$ cat src/design/isb_pkg.sv
// Purpose: Constants shared by the isolated SPI pulse bridge
// Assumes: 100 MHz core clock
// Notes:   Times kept in ns, cycle counts derived from them except SCK_PULSE_CYC
package isb_pkg;
	// ==========================================================
	// Timing
	localparam int CLK_PERIOD_NS     = 10;
	localparam int LONG_HALF_NS      = 150;
	localparam int SHORT_HALF_NS     = 50;
	localparam logic [4:0] LONG_HALF_CYC  = 5'((LONG_HALF_NS + CLK_PERIOD_NS - 1) / CLK_PERIOD_NS);
	localparam logic [4:0] SHORT_HALF_CYC = 5'((SHORT_HALF_NS + CLK_PERIOD_NS - 1) / CLK_PERIOD_NS);
	// Receive acceptance: half pulse at least 3/4 of nominal, inversion within 3/2
	localparam logic [4:0] SHORT_MIN_CYC = 5'(SHORT_HALF_CYC * 3 / 4);
	localparam logic [4:0] LONG_MIN_CYC  = 5'(LONG_HALF_CYC * 3 / 4);
	localparam logic [4:0] INV_MAX_CYC   = 5'(LONG_HALF_CYC * 3 / 2);
	localparam logic [4:0] SCK_PULSE_CYC = 5'd2;
	// ==========================================================
	// Symbol codes: {long, negative}
	localparam logic [1:0] SYM_SHORT_POS = 2'h0;
	localparam logic [1:0] SYM_SHORT_NEG = 2'h1;
	localparam logic [1:0] SYM_LONG_POS  = 2'h2;
	localparam logic [1:0] SYM_LONG_NEG  = 2'h3;
	localparam int FIFO_DEPTH = 16;
	localparam int FIFO_WIDTH = 2;
	typedef enum logic [1:0] {
		ISB_TX_IDLE  = 2'b00,
		ISB_TX_FIRST = 2'b01,
		ISB_TX_SECOND= 2'b10
	} isb_tx_t;
	typedef enum logic [1:0] {
		ISB_RX_IDLE  = 2'b00,
		ISB_RX_FIRST = 2'b01,
		ISB_RX_SECOND= 2'b10
	} isb_rx_t;
endpackage : isb_pkg

$ cat src/design/isb_fifo.sv
// Purpose: Small synchronous FIFO for symbols waiting to be sent
// Assumes: Single clock, synchronous active-high reset
// Notes:   Depth must be a power of two
`timescale 1ns/100ps
`default_nettype none
module isb_fifo #(
	parameter int WIDTH = 2,
	parameter int DEPTH = 16
) (
	// Clock and reset
	input  wire logic             core_clk_in,
	input  wire logic             sys_rst_in,
	// Fill side
	input  wire logic             in_valid_in,
	output logic                  in_ready_out,
	input  wire logic [WIDTH-1:0] in_data_in,
	// Drain side
	output logic                  out_valid_out,
	input  wire logic             out_ready_in,
	output logic [WIDTH-1:0]      out_data_out
);
	localparam int AW = $clog2(DEPTH);
	logic [WIDTH-1:0] mem [DEPTH];
	logic [AW:0]      wr_ptr;
	logic [AW:0]      rd_ptr;
	logic             push;
	logic             pop;
	// Full when pointers differ only in the wrap bit
	assign in_ready_out  = (wr_ptr ^ rd_ptr) != {1'b1, {AW{1'b0}}};
	assign out_valid_out = wr_ptr != rd_ptr;
	assign out_data_out  = mem[rd_ptr[AW-1:0]];
	assign push          = in_valid_in & in_ready_out;
	assign pop           = out_valid_out & out_ready_in;
	// Storage
	always_ff @(posedge core_clk_in) begin
		if (push) begin
			mem[wr_ptr[AW-1:0]] <= in_data_in;
		end
	end
	// Pointers
	always_ff @(posedge core_clk_in) begin
		if (sys_rst_in) begin
			wr_ptr <= '0;
			rd_ptr <= '0;
		end else begin
			if (push) wr_ptr <= wr_ptr + 1'b1;
			if (pop)  rd_ptr <= rd_ptr + 1'b1;
		end
	end
endmodule : isb_fifo
`default_nettype wire

$ cat src/design/isb_bridge.sv
// Purpose: Bridge between a four-wire SPI port and a bipolar pulse link
// Assumes: Comparator levels arrive as link_plus/link_minus, synchronous to core_clk_in
// Notes:   Driver levels leave as drive_pos/drive_neg; both low means zero
`timescale 1ns/100ps
`default_nettype none
module isb_bridge
	import isb_pkg::*;
(
	// Clock and reset
	input  wire logic core_clk_in,
	input  wire logic sys_rst_in,
	// Configuration
	input  wire logic role_select_in,
	input  wire logic clock_phase_in,
	input  wire logic clock_polarity_in,
	input  wire logic wake_in,
	// SPI pins, inputs and outputs with enables
	input  wire logic cs_n_in,
	output logic      cs_n_out,
	output logic      cs_n_oe_out,
	input  wire logic sck_in,
	output logic      sck_out,
	output logic      sck_oe_out,
	input  wire logic pico_in,
	output logic      pico_out,
	output logic      pico_oe_out,
	input  wire logic poci_in,
	output logic      poci_out,
	output logic      poci_oe_out,
	// Link comparators and driver
	input  wire logic link_plus_in,
	input  wire logic link_minus_in,
	output logic      drive_pos_out,
	output logic      drive_neg_out,
	output logic      tx_busy_out,
	output logic      fifo_full_out
);
	import isb_pkg::*;

	// ==========================================================
	// Pin directions
	assign cs_n_oe_out = ~role_select_in;
	assign sck_oe_out  = ~role_select_in;
	assign pico_oe_out = ~role_select_in;
	assign poci_oe_out = role_select_in;

	// ==========================================================
	// Edge detection: SPI in controller role, wake in peripheral role
	logic cs_prev;
	logic sck_prev;
	logic wake_prev;
	logic lead_edge;
	logic latch_edge;
	always_ff @(posedge core_clk_in) begin
		if (sys_rst_in) begin
			cs_prev   <= 1'b1;
			sck_prev  <= 1'b0;
			wake_prev <= 1'b0;
		end else begin
			cs_prev   <= cs_n_in;
			sck_prev  <= sck_in;
			wake_prev <= wake_in;
		end
	end
	// Edge leaving idle is the first edge; its opposite the second
	assign lead_edge  = (sck_in != sck_prev) && (sck_prev == clock_polarity_in);
	assign latch_edge = (sck_in != sck_prev) && !cs_n_in
	                    && (clock_phase_in ? !lead_edge : lead_edge);

	// ==========================================================
	// Symbol requests into the FIFO
	logic       q_valid;
	logic [1:0] q_data;
	logic       q_ready;
	logic       ret_req;
	always_comb begin
		q_valid = 1'b0;
		q_data  = SYM_SHORT_NEG;
		if (role_select_in) begin
			if (cs_n_in && !cs_prev) begin
				q_valid = 1'b1;
				q_data  = SYM_LONG_POS;
			end else if (!cs_n_in && cs_prev) begin
				q_valid = 1'b1;
				q_data  = SYM_LONG_NEG;
			end else if (latch_edge) begin
				q_valid = 1'b1;
				q_data  = pico_in ? SYM_SHORT_POS : SYM_SHORT_NEG;
			end
		end else if (wake_in && !wake_prev) begin
			q_valid = 1'b1;
			q_data  = SYM_LONG_POS;
		end else if (ret_req && !poci_in) begin
			q_valid = 1'b1;
			q_data  = SYM_SHORT_NEG;
		end
	end
	assign fifo_full_out = ~q_ready;

	logic       f_valid;
	logic       f_ready;
	logic [1:0] f_data;
	isb_fifo #(.WIDTH(FIFO_WIDTH), .DEPTH(FIFO_DEPTH)) u_fifo (
		.core_clk_in   (core_clk_in),
		.sys_rst_in    (sys_rst_in),
		.in_valid_in   (q_valid),
		.in_ready_out  (q_ready),
		.in_data_in    (q_data),
		.out_valid_out (f_valid),
		.out_ready_in  (f_ready),
		.out_data_out  (f_data)
	);

	// ==========================================================
	// Transmitter: two halves then zero
	isb_tx_t    tx_state;
	logic [4:0] tx_cnt;
	logic [1:0] tx_sym;
	logic [4:0] tx_len;
	assign f_ready     = (tx_state == ISB_TX_IDLE);
	assign tx_busy_out = (tx_state != ISB_TX_IDLE);
	assign tx_len      = tx_sym[1] ? LONG_HALF_CYC : SHORT_HALF_CYC;
	always_ff @(posedge core_clk_in) begin
		if (sys_rst_in) begin
			tx_state <= ISB_TX_IDLE;
			tx_cnt   <= 5'h00;
			tx_sym   <= SYM_SHORT_POS;
		end else begin
			unique case (tx_state)
				ISB_TX_IDLE: begin
					if (f_valid) begin
						tx_sym   <= f_data;
						tx_cnt   <= 5'h01;
						tx_state <= ISB_TX_FIRST;
					end
				end
				ISB_TX_FIRST: begin
					if (tx_cnt == tx_len) begin
						tx_cnt   <= 5'h01;
						tx_state <= ISB_TX_SECOND;
					end else begin
						tx_cnt <= tx_cnt + 5'h01;
					end
				end
				ISB_TX_SECOND: begin
					if (tx_cnt == tx_len) begin
						tx_state <= ISB_TX_IDLE;
					end else begin
						tx_cnt <= tx_cnt + 5'h01;
					end
				end
				default: tx_state <= ISB_TX_IDLE;
			endcase
		end
	end
	// Three-level drive; never both
	always_comb begin
		drive_pos_out = 1'b0;
		drive_neg_out = 1'b0;
		if (tx_state == ISB_TX_FIRST) begin
			drive_pos_out = ~tx_sym[0];
			drive_neg_out = tx_sym[0];
		end else if (tx_state == ISB_TX_SECOND) begin
			drive_pos_out = tx_sym[0];
			drive_neg_out = ~tx_sym[0];
		end
	end

	// ==========================================================
	// Receiver: measure first half, then inversion
	isb_rx_t    rx_state;
	logic [4:0] rx_cnt;
	logic       rx_neg;
	logic [4:0] rx_first;
	logic       rx_pos_lvl;
	logic       rx_neg_lvl;
	logic       rx_done;
	logic [1:0] rx_sym;
	// Own transmission is not decoded
	assign rx_pos_lvl = link_plus_in & ~link_minus_in & ~tx_busy_out;
	assign rx_neg_lvl = link_minus_in & ~link_plus_in & ~tx_busy_out;
	always_ff @(posedge core_clk_in) begin
		if (sys_rst_in) begin
			rx_state <= ISB_RX_IDLE;
			rx_cnt   <= 5'h00;
			rx_neg   <= 1'b0;
			rx_first <= 5'h00;
			rx_done  <= 1'b0;
			rx_sym   <= SYM_SHORT_POS;
		end else begin
			rx_done <= 1'b0;
			unique case (rx_state)
				ISB_RX_IDLE: begin
					if (rx_pos_lvl || rx_neg_lvl) begin
						rx_neg   <= rx_neg_lvl;
						rx_cnt   <= 5'h01;
						rx_state <= ISB_RX_FIRST;
					end
				end
				ISB_RX_FIRST: begin
					if ((rx_neg ? rx_pos_lvl : rx_neg_lvl) && rx_cnt >= SHORT_MIN_CYC && rx_cnt <= INV_MAX_CYC) begin
						rx_first <= rx_cnt;
						rx_state <= ISB_RX_SECOND;
					end else if (!(rx_neg ? rx_neg_lvl : rx_pos_lvl)) begin
						rx_state <= ISB_RX_IDLE;
					end else if (rx_cnt <= INV_MAX_CYC) begin
						rx_cnt <= rx_cnt + 5'h01;  // Saturates so an overlong half never restarts as a short one
					end
				end
				ISB_RX_SECOND: begin
					// Decision taken one cycle after the inversion: fixed delay
					rx_done  <= 1'b1;
					rx_sym   <= {(rx_first >= LONG_MIN_CYC), rx_neg};
					rx_state <= ISB_RX_IDLE;
				end
				default: rx_state <= ISB_RX_IDLE;
			endcase
		end
	end

	// ==========================================================
	// Peripheral SPI rebuild and return sequencing
	logic       sck_act;
	logic [4:0] sck_cnt;
	logic       bit_pend;
	always_ff @(posedge core_clk_in) begin
		if (sys_rst_in) begin
			cs_n_out <= 1'b1;
			pico_out <= 1'b0;
			sck_act  <= 1'b0;
			sck_cnt  <= 5'h00;
			bit_pend <= 1'b0;
			ret_req  <= 1'b0;
		end else begin
			ret_req <= 1'b0;
			if (!role_select_in && rx_done) begin
				unique case (rx_sym)
					SYM_LONG_POS: cs_n_out <= 1'b1;
					SYM_LONG_NEG: begin
						cs_n_out <= 1'b0;
						ret_req  <= 1'b1;
					end
					SYM_SHORT_POS, SYM_SHORT_NEG: begin
						pico_out <= ~rx_sym[0];
						bit_pend <= 1'b1;
					end
				endcase
			end else if (bit_pend) begin
				// PICO settled two cycles before the clock pulse reaches sck_out
				bit_pend <= 1'b0;
				sck_act  <= 1'b1;
				sck_cnt  <= 5'(SCK_PULSE_CYC + SCK_PULSE_CYC);
			end else if (sck_act) begin
				sck_cnt <= sck_cnt - 5'h01;
				if (sck_cnt == 5'h01) begin
					sck_act <= 1'b0;
					ret_req <= 1'b1;
				end
			end
		end
	end
	// Pulse is two toggles; phase 1 holds the off-idle level while selected
	logic sck_pulse;
	assign sck_pulse = sck_act && (sck_cnt > SCK_PULSE_CYC);
	always_ff @(posedge core_clk_in) begin
		if (sys_rst_in) begin
			sck_out <= 1'b0;
		end else if (clock_phase_in) begin
			sck_out <= clock_polarity_in ^ (!cs_n_out && !sck_pulse);
		end else begin
			sck_out <= clock_polarity_in ^ sck_pulse;
		end
	end

	// ==========================================================
	// Controller POCI: default 1, cleared by short -1, refreshed each bit
	always_ff @(posedge core_clk_in) begin
		if (sys_rst_in) begin
			poci_out <= 1'b1;
		end else if (role_select_in && rx_done && rx_sym == SYM_SHORT_NEG) begin
			poci_out <= 1'b0;
		end else if (role_select_in && (latch_edge || (cs_prev && !cs_n_in))) begin
			poci_out <= 1'b1;
		end
	end

	// ==========================================================
	// Checks
	tx_len_a: assert property (@(posedge core_clk_in) disable iff (sys_rst_in)
		$rose(tx_busy_out) && tx_sym == SYM_LONG_NEG |-> drive_neg_out [*8])
		else $error("long half too short");
	tx_short_a: assert property (@(posedge core_clk_in) disable iff (sys_rst_in)
		$rose(drive_pos_out) && $past(tx_state) == ISB_TX_IDLE && tx_sym == SYM_SHORT_POS
		|-> drive_pos_out [*5] ##1 drive_neg_out [*5] ##1 !drive_neg_out)
		else $error("short symbol shape wrong");
	tx_excl_a: assert property (@(posedge core_clk_in) disable iff (sys_rst_in)
		!(drive_pos_out && drive_neg_out))
		else $error("both drives on");
	tx_sym_a: assert property (@(posedge core_clk_in) disable iff (sys_rst_in)
		tx_state == ISB_TX_FIRST |-> drive_pos_out == !tx_sym[0])
		else $error("first half polarity wrong");
	cs_fall_a: assert property (@(posedge core_clk_in) disable iff (sys_rst_in)
		role_select_in && !cs_n_in && cs_prev && q_ready |-> q_valid && q_data == SYM_LONG_NEG)
		else $error("select fall not queued");
	no_pos_a: assert property (@(posedge core_clk_in) disable iff (sys_rst_in)
		!role_select_in && q_valid |-> q_data != SYM_SHORT_POS)
		else $error("peripheral short +1");
	cs_rebuild_a: assert property (@(posedge core_clk_in) disable iff (sys_rst_in)
		!role_select_in && rx_done && rx_sym == SYM_LONG_NEG |=> !cs_n_out)
		else $error("select not lowered");
	poci_dec_a: assert property (@(posedge core_clk_in) disable iff (sys_rst_in)
		role_select_in && rx_done && rx_sym == SYM_SHORT_NEG |=> !poci_out)
		else $error("return zero lost");
	ret_seq_a: assert property (@(posedge core_clk_in) disable iff (sys_rst_in)
		!role_select_in && rx_done && !rx_sym[1] |=> ##1 sck_act ##[1:8] ret_req)
		else $error("return not after clock");
	c_long_c: cover property (@(posedge core_clk_in) rx_done && rx_sym == SYM_LONG_NEG);
	c_short_c: cover property (@(posedge core_clk_in) rx_done && rx_sym == SYM_SHORT_NEG);
	c_full_c: cover property (@(posedge core_clk_in) fifo_full_out);
endmodule : isb_bridge
`default_nettype wire

$ cat config.mk
export PLATFORM = sky130hd
export DESIGN_NAME = isb_bridge
export DESIGN_NICKNAME = d
export VERILOG_FILES = /design/src/design/isb_pkg.sv /design/src/design/isb_fifo.sv /design/src/design/isb_bridge.sv
export SDC_FILE = /design/constraint.sdc
export NUM_CORES = 1
export LEC_CHECK = 0
export BUFFER_PORTS_ARGS = -buffer_cell sky130_fd_sc_hd__buf_2
export CORE_MARGIN = 1.5
export CORE_UTILIZATION = 30
export DETAILED_ROUTE_END_ITERATION = 16
export PLACE_DENSITY_LB_ADDON = 0.08
export SYNTH_ARGS = -nofsm -noshare
export SYNTH_HDL_FRONTEND = slang
export SYNTH_SLANG_ARGS = --single-unit
$ cat constraint.sdc
create_clock -name core_clk_in -period 2.7 [get_ports core_clk_in]
set_input_delay 0.54 -clock core_clk_in [delete_from_list [all_inputs] [get_ports core_clk_in]]
set_output_delay 0.54 -clock core_clk_in [all_outputs]
set_load 0.05 [all_outputs]
* Word-level counts from Yosys, hierarchy flattened
Memories as Yosys holds them, arrays and structs flattened. A register that Yosys moved wholly into a read port is not among the register bits.
Cells that the tools add are included.
** Storage, ports and cells
- Register bits :: 48
- Memory bits (writable) :: 32
- Input bits :: 12
- Memories :: 1
** Memories
- u_fifo.mem :: depth 16, bits a word 2, read ports 1, clocked after memory_dff 1, wr ports 1, line isb_fifo.sv:23 : logic [WIDTH-1:0] mem [DEPTH];
** Cells by class
- Add/subtract/negate cells :: 5
- Order comparisons :: 4
- Eq/ne operators :: 22
- Mux-type cells :: 54
- Bitwise logic cells :: 17
- Reductions and logical operators :: 46
** Operators with widths (count)
- 2-to-1 mux 5 bit :: 9
- 2-to-1 mux 1 bit :: 29
- adder 5 x 1 -> 5 bit, second input constant :: 4
- 2-to-1 mux 2 bit :: 10
- logical AND 1 bit :: 15
- case mux 5 bit (3 select lines) :: 1
- inequality test 2 bit, second input constant :: 7
- AND reduction 2 bit :: 7
- case mux 5 bit (2 select lines) :: 1
- nonzero test 2 bit :: 5
- equality test 2 bit, second input constant :: 4
- logical NOT 1 bit :: 8
- NOT 1 bit :: 8
- bitwise AND 1 bit :: 6
- equality test 2 x 1 -> 1 bit, second input constant :: 3
- logical NOT 2 bit :: 3
- case mux 2 bit (3 select lines) :: 1
- AND reduction 3 bit :: 2
- equality test 5 x 1 -> 1 bit, second input constant :: 1
- equality test 5 x 4 -> 1 bit :: 1
- greater-or-equal comparator 5 x 2 -> 1 bit, second input constant :: 1
- greater-or-equal comparator 5 x 4 -> 1 bit, second input constant :: 1
- greater-than comparator 5 x 2 -> 1 bit, second input constant :: 1
- <= comparator 5 bit, second input constant :: 1
- other kinds (16) :: 19

* Longest topological paths before layout
- Word-level depth :: 12
- Mapped depth :: 9
- Mapped depth without buffers :: 7

* Hierarchy
A second synthesis with hierarchy kept.
** Unflattened totals
- Cell total of the unflattened synthesis :: 410
- Area, all modules :: 4345.4 um^2
** Modules (own cells, without submodules)
- isb_bridge :: instances 1, cells an instance 259, area an instance 2199.6 um^2, sequential area each 800.8 um^2
- isb_fifo :: instances 1, cells an instance 151, area an instance 2145.8 um^2, sequential area each 1241.2 um^2

* Least setup slack after synthesis
OpenSTA, ideal clock, no wires.
- Path type :: register -> output
- From :: register tx_state[0]
- To :: output drive_pos_out
- Arrival :: 1691 ps
- Required time :: 2160 ps
- Path slack :: 469 ps
- Cell stages (with the launch flop) :: 6
- Buffers on the path :: 1
- Path through :: dfxtp_1 -> inv_1 -> ha_1 -> clkbuf_1 -> nand2_1 -> mux2i_1
** Between the ends
- Word-level cells in the longest chain between the ends :: 3
- Elaborated cells between the ends (all ways) :: 4
- Those cells by class :: eq/ne: 2; mux: 2
** RTL lines
- start: declaration :: line isb_bridge.sv:116 : isb_tx_t tx_state;
- start signal: assignment :: line isb_bridge.sv:125 : tx_state <= ISB_TX_IDLE;
- start signal: assignment :: line isb_bridge.sv:134 : tx_state <= ISB_TX_FIRST;
- start signal: assignment :: line isb_bridge.sv:140 : tx_state <= ISB_TX_SECOND;
- equality test 2 bit :: line isb_bridge.sv:163 : end else if (tx_state == ISB_TX_SECOND) begin
- 2-to-1 mux 1 bit :: line isb_bridge.sv:163
- 2-to-1 mux 1 bit * :: line isb_bridge.sv:160 : if (tx_state == ISB_TX_FIRST) begin
- end: declaration :: line isb_bridge.sv:33 : output logic drive_pos_out,
Mark *: on every way between the ends. The rest lies on a longest branch, timed or not.

* Final worst setup path
- From :: register u_fifo.rd_ptr[3]
- To :: output fifo_full_out
** Between the ends
- Word-level cells in the longest chain between the ends :: 3
** RTL lines
- start: declaration :: line isb_fifo.sv:25 : logic [AW:0] rd_ptr;
- start signal: assignment :: line isb_fifo.sv:47 : if (pop) rd_ptr <= rd_ptr + 1'b1;
- XOR 5 bit :: line isb_fifo.sv:29 : assign in_ready_out = (wr_ptr ^ rd_ptr) != {1'b1, {AW{1'b0}}};
- inequality test 5 bit :: line isb_fifo.sv:29
- NOT 1 bit :: line isb_bridge.sv:98 : assign fifo_full_out = ~q_ready;
- end: declaration :: line isb_bridge.sv:36 : output logic fifo_full_out
Every way passes these cells.

==> flow_summary_export.csv <==
group,metric,value,unit
die,die_x,120,µm
global_routing,grt-busiest-layer,"met2",
yosys,synthCells,397,
global_routing,grt_util_met2,0.205,
timing,hold_violations,0,
timing,period_needed,2.48,ns
setup_path,arrival,1.94,ns
outcome,outcome,"completed",
yosys,synth_cell_types,57,
finish,num_antenna_cells,0,
yosys,syn_nets,426,
timing,max_freq,404,MHz
drt,drc,0,
drt,post_drt_via_cell_ratio,4.81,
global_routing,met1_usage,0.188,
global_routing,grt_max_degree,31,
yosys,syn-cell-area,4090,µm²
drt,first_pass_iters,4,
yosys,ys_ff_latch,82,
timing,final.setup.tns,0,ns
finish,areaGrowthSynthToFinish,14.3,%
setup_path,critPathMaxFanout,6,
yosys,yosys_warnings,0,
clocking,root_buffer,"clkbuf_16",
clocking,cts_setup_buffers,0,
global_routing,grt_antenna_before_repair,0,
clocking,cts_buffer_depth,2,
global_routing,grtUsageTotal,0.136,
finish,finish.utilization,0.352,
clocking,numCtsBuffers,9,
global_routing,use_met3,0.0380,
timing,setup_violations,0,
timing,grt_setup_unrepaired,"no",
die,io-pin-count,24,
die,core_area,13300,µm²
place,hpwl,6.53,mm
setup_path,crit_path_start_kind,"flip-flop",
setup_path,crit_type,"flip-flop to output pin",
die,die_area,14300,µm²
place,gp_congestion,0.756,
timing,drv_slew,0,
clocking,cts_tree,"built",
finish,nets,448,
finish,mostFrequentLayoutCells,"nor2_1 (54), dfxtp_1 (50), edfxtp_1 (32), nand2_1 (24), buf_2 (23)",
global_routing,grt_pass1_wl,14.8,mm
yosys,async_flop_share,0,
yosys,yosysSeqAreaShare,0.480,
hold_path,hp-class,"input port to flip-flop",
die,fp.dieH,120,µm
drt,ant_nets,0,
drt,vias,2881,
die,rows,42,
global_routing,grt_overflow,0,
drt,wl,9.01,mm
clocking,htreeDepth,3,
clocking,clock-sinks,82,
clocking,ctsResizeCount,0,
power_and_ir_drop,static-leakage-power,1.74,nW
drt,drt_first_iter_violations,162,
timing,worst_slew_pin_slew,0.543,ns
finish,layout-drive-gt1-share,0.151,
clocking,clk_pin_slew,0.06,ns
die,initial_core_util,0.308,
drt,wl_per_cell,15.0,µm
yosys,ys.flop_type,"dfxtp_1",
power_and_ir_drop,p_per_area,762,nW/µm²
clocking,clock_latency,0.33,ns
timing,slew_headroom,0.637,
place,io_buffer_count,23,
yosys,synth-edff-count,32,
timing,min_period_over_period,0.917,
finish,final_common_cell,"nor2_1",
power_and_ir_drop,peakVddDrop,0.475,mV
timing,clock_skew,0.00710,ns
setup_path,crit_path_end_kind,"output pin",
clocking,postCtsHoldBufs,0,
setup_path,cp.required,2.16,ns
yosys,syn_area_per_cell,10.3,µm²
job,drv_cap,0,
global_routing,grt_pass1_vias,2769,
==> synthesized netlist by cell type (2+ instances only) <==
| library cell | n | area, µm² |
|---|---|---|
| a211oi_1 | 4 | 30.0 |
| a21boi_0 | 2 | 15.0 |
| a21o_1 | 5 | 37.5 |
| a21oi_1 | 20 | 100 |
| a2bb2oi_1 | 4 | 35.0 |
| a31oi_1 | 2 | 12.5 |
| and2_1 | 2 | 12.5 |
| and3b_1 | 3 | 26.3 |
| and4_1 | 2 | 17.5 |
| buf_1 | 2 | 7.51 |
| buf_2 | 4 | 20.0 |
| buf_4 | 4 | 30.0 |
| clkbuf_1 | 11 | 41.3 |
| dfxtp_1 | 50 | 1000 |
| edfxtp_1 | 32 | 961 |
| ha_1 | 17 | 213 |
| inv_1 | 21 | 78.8 |
| mux2i_1 | 19 | 190 |
| mux4_2 | 9 | 203 |
| nand2_1 | 24 | 90.1 |
| nand2b_1 | 8 | 50.1 |
| nand3_1 | 8 | 40.0 |
| nand4_1 | 4 | 25.0 |
| nor2_1 | 54 | 203 |
| nor2b_1 | 5 | 31.3 |
| nor3_1 | 12 | 60.1 |
| nor3b_1 | 4 | 30.0 |
| nor4bb_1 | 2 | 20.0 |
| o211ai_1 | 2 | 15.0 |
| o21ai_0 | 14 | 70.1 |
| o22ai_1 | 2 | 12.5 |
| o311ai_0 | 3 | 26.3 |
| o41ai_1 | 2 | 17.5 |
| or3_1 | 4 | 25.0 |
| or4b_2 | 2 | 20.0 |
| xnor2_1 | 10 | 87.6 |
| xor2_1 | 4 | 35.0 |
==> flip-flops by register name, indices dropped and copies added, names as in the netlist, 2 cells and up <==
name	cells
u_fifo.mem	32
tx_state	2
rx_state	2
u_fifo.rd_ptr	5
u_fifo.wr_ptr	5
tx_sym	2
tx_cnt	5
rx_sym	2
rx_first	5
sck_cnt	5
rx_cnt	5
==> critical path: stages (launching register included) <==
cell	delay, ns
dfxtp_1	0.49
xnor2_1	0.17
nand4_1	0.35
nor2_1	0.29
buf_2	0.31
==> cell families (layout without fill, tap and decap cells) <==
kind of cell / count (synthesis) / count (layout) / synth area share
fa+ha+maj: 17 / 17 / 0.0520
xor+xnor: 14 / 14 / 0.0300
simple gates: 140 / 140 / 0.171
mux: 29 / 29 / 0.0997
compound gates: 72 / 72 / 0.121
buf+inv: 43 / 69 / 0.0462
flops: 82 / 82 / 0.480
==> metrics by stage <==
| stage | power [mW] | std cells | worst slack [ns] | hold WS, ns | area (µm²) |
|---|---|---|---|---|---|
| floorplan | 2.16 | 397 | 0.469 | 0.451 | 4090 |
| global placement | 2.41 | 584 | 0.230 | 0.488 | 4390 |
| detailed placement | 2.40 | 584 | 0.160 | 0.492 | 4390 |
| CTS | 3.63 | 599 | 0.208 | 0.417 | 4680 |
| global route | 3.78 | 599 | 0.126 | 0.423 | 4680 |
| finish | 3.56 | 599 | 0.224 | 0.434 | 4680 |
==> per-layer routing <==
metal,routed length [µm],vias up
li1,-,1461
met1,4450,1363
met2,4000,49
met3,454,8
met4,114,0
met5,0,-
==> area by class of cell <==
class                           count  area, µm²
Clock inverter                      3       40.0
Timing Repair Buffer               33        190
Multi-Input combinational cell    272       1940
Inverter                           21       78.8
Fill cell                        1369       8620
Tap cell                          176        220
Clock buffer                       12        246
Sequential cell                    82       1960
==> where the power goes <==
| part | leakage (nW) | switching [mW] | internal (mW) | total, mW |
|---|---|---|---|---|
| combinational | 0.900 | 0.579 | 0.360 | 0.938 |
| clock | 0.142 | 0.462 | 0.734 | 1.20 |
| sequential | 0.693 | 0.0643 | 1.36 | 1.43 |
| total | 1.74 | 1.10 | 2.46 | 3.56 |
==> worst paths after layout <==
kind	slack [ns]	cells after the start	start	end
setup / recovery	0.22	4	u_fifo.rd_ptr[3]	fifo_full_out
hold / removal	0.43	2	wake_in	wake_prev
setup reg to reg	0.35	5	u_fifo.rd_ptr[3]	u_fifo.mem[2][1]
hold reg to reg	0.50	2	rx_first[2]	rx_first[2]
Power figures use the tool's default switching activity.
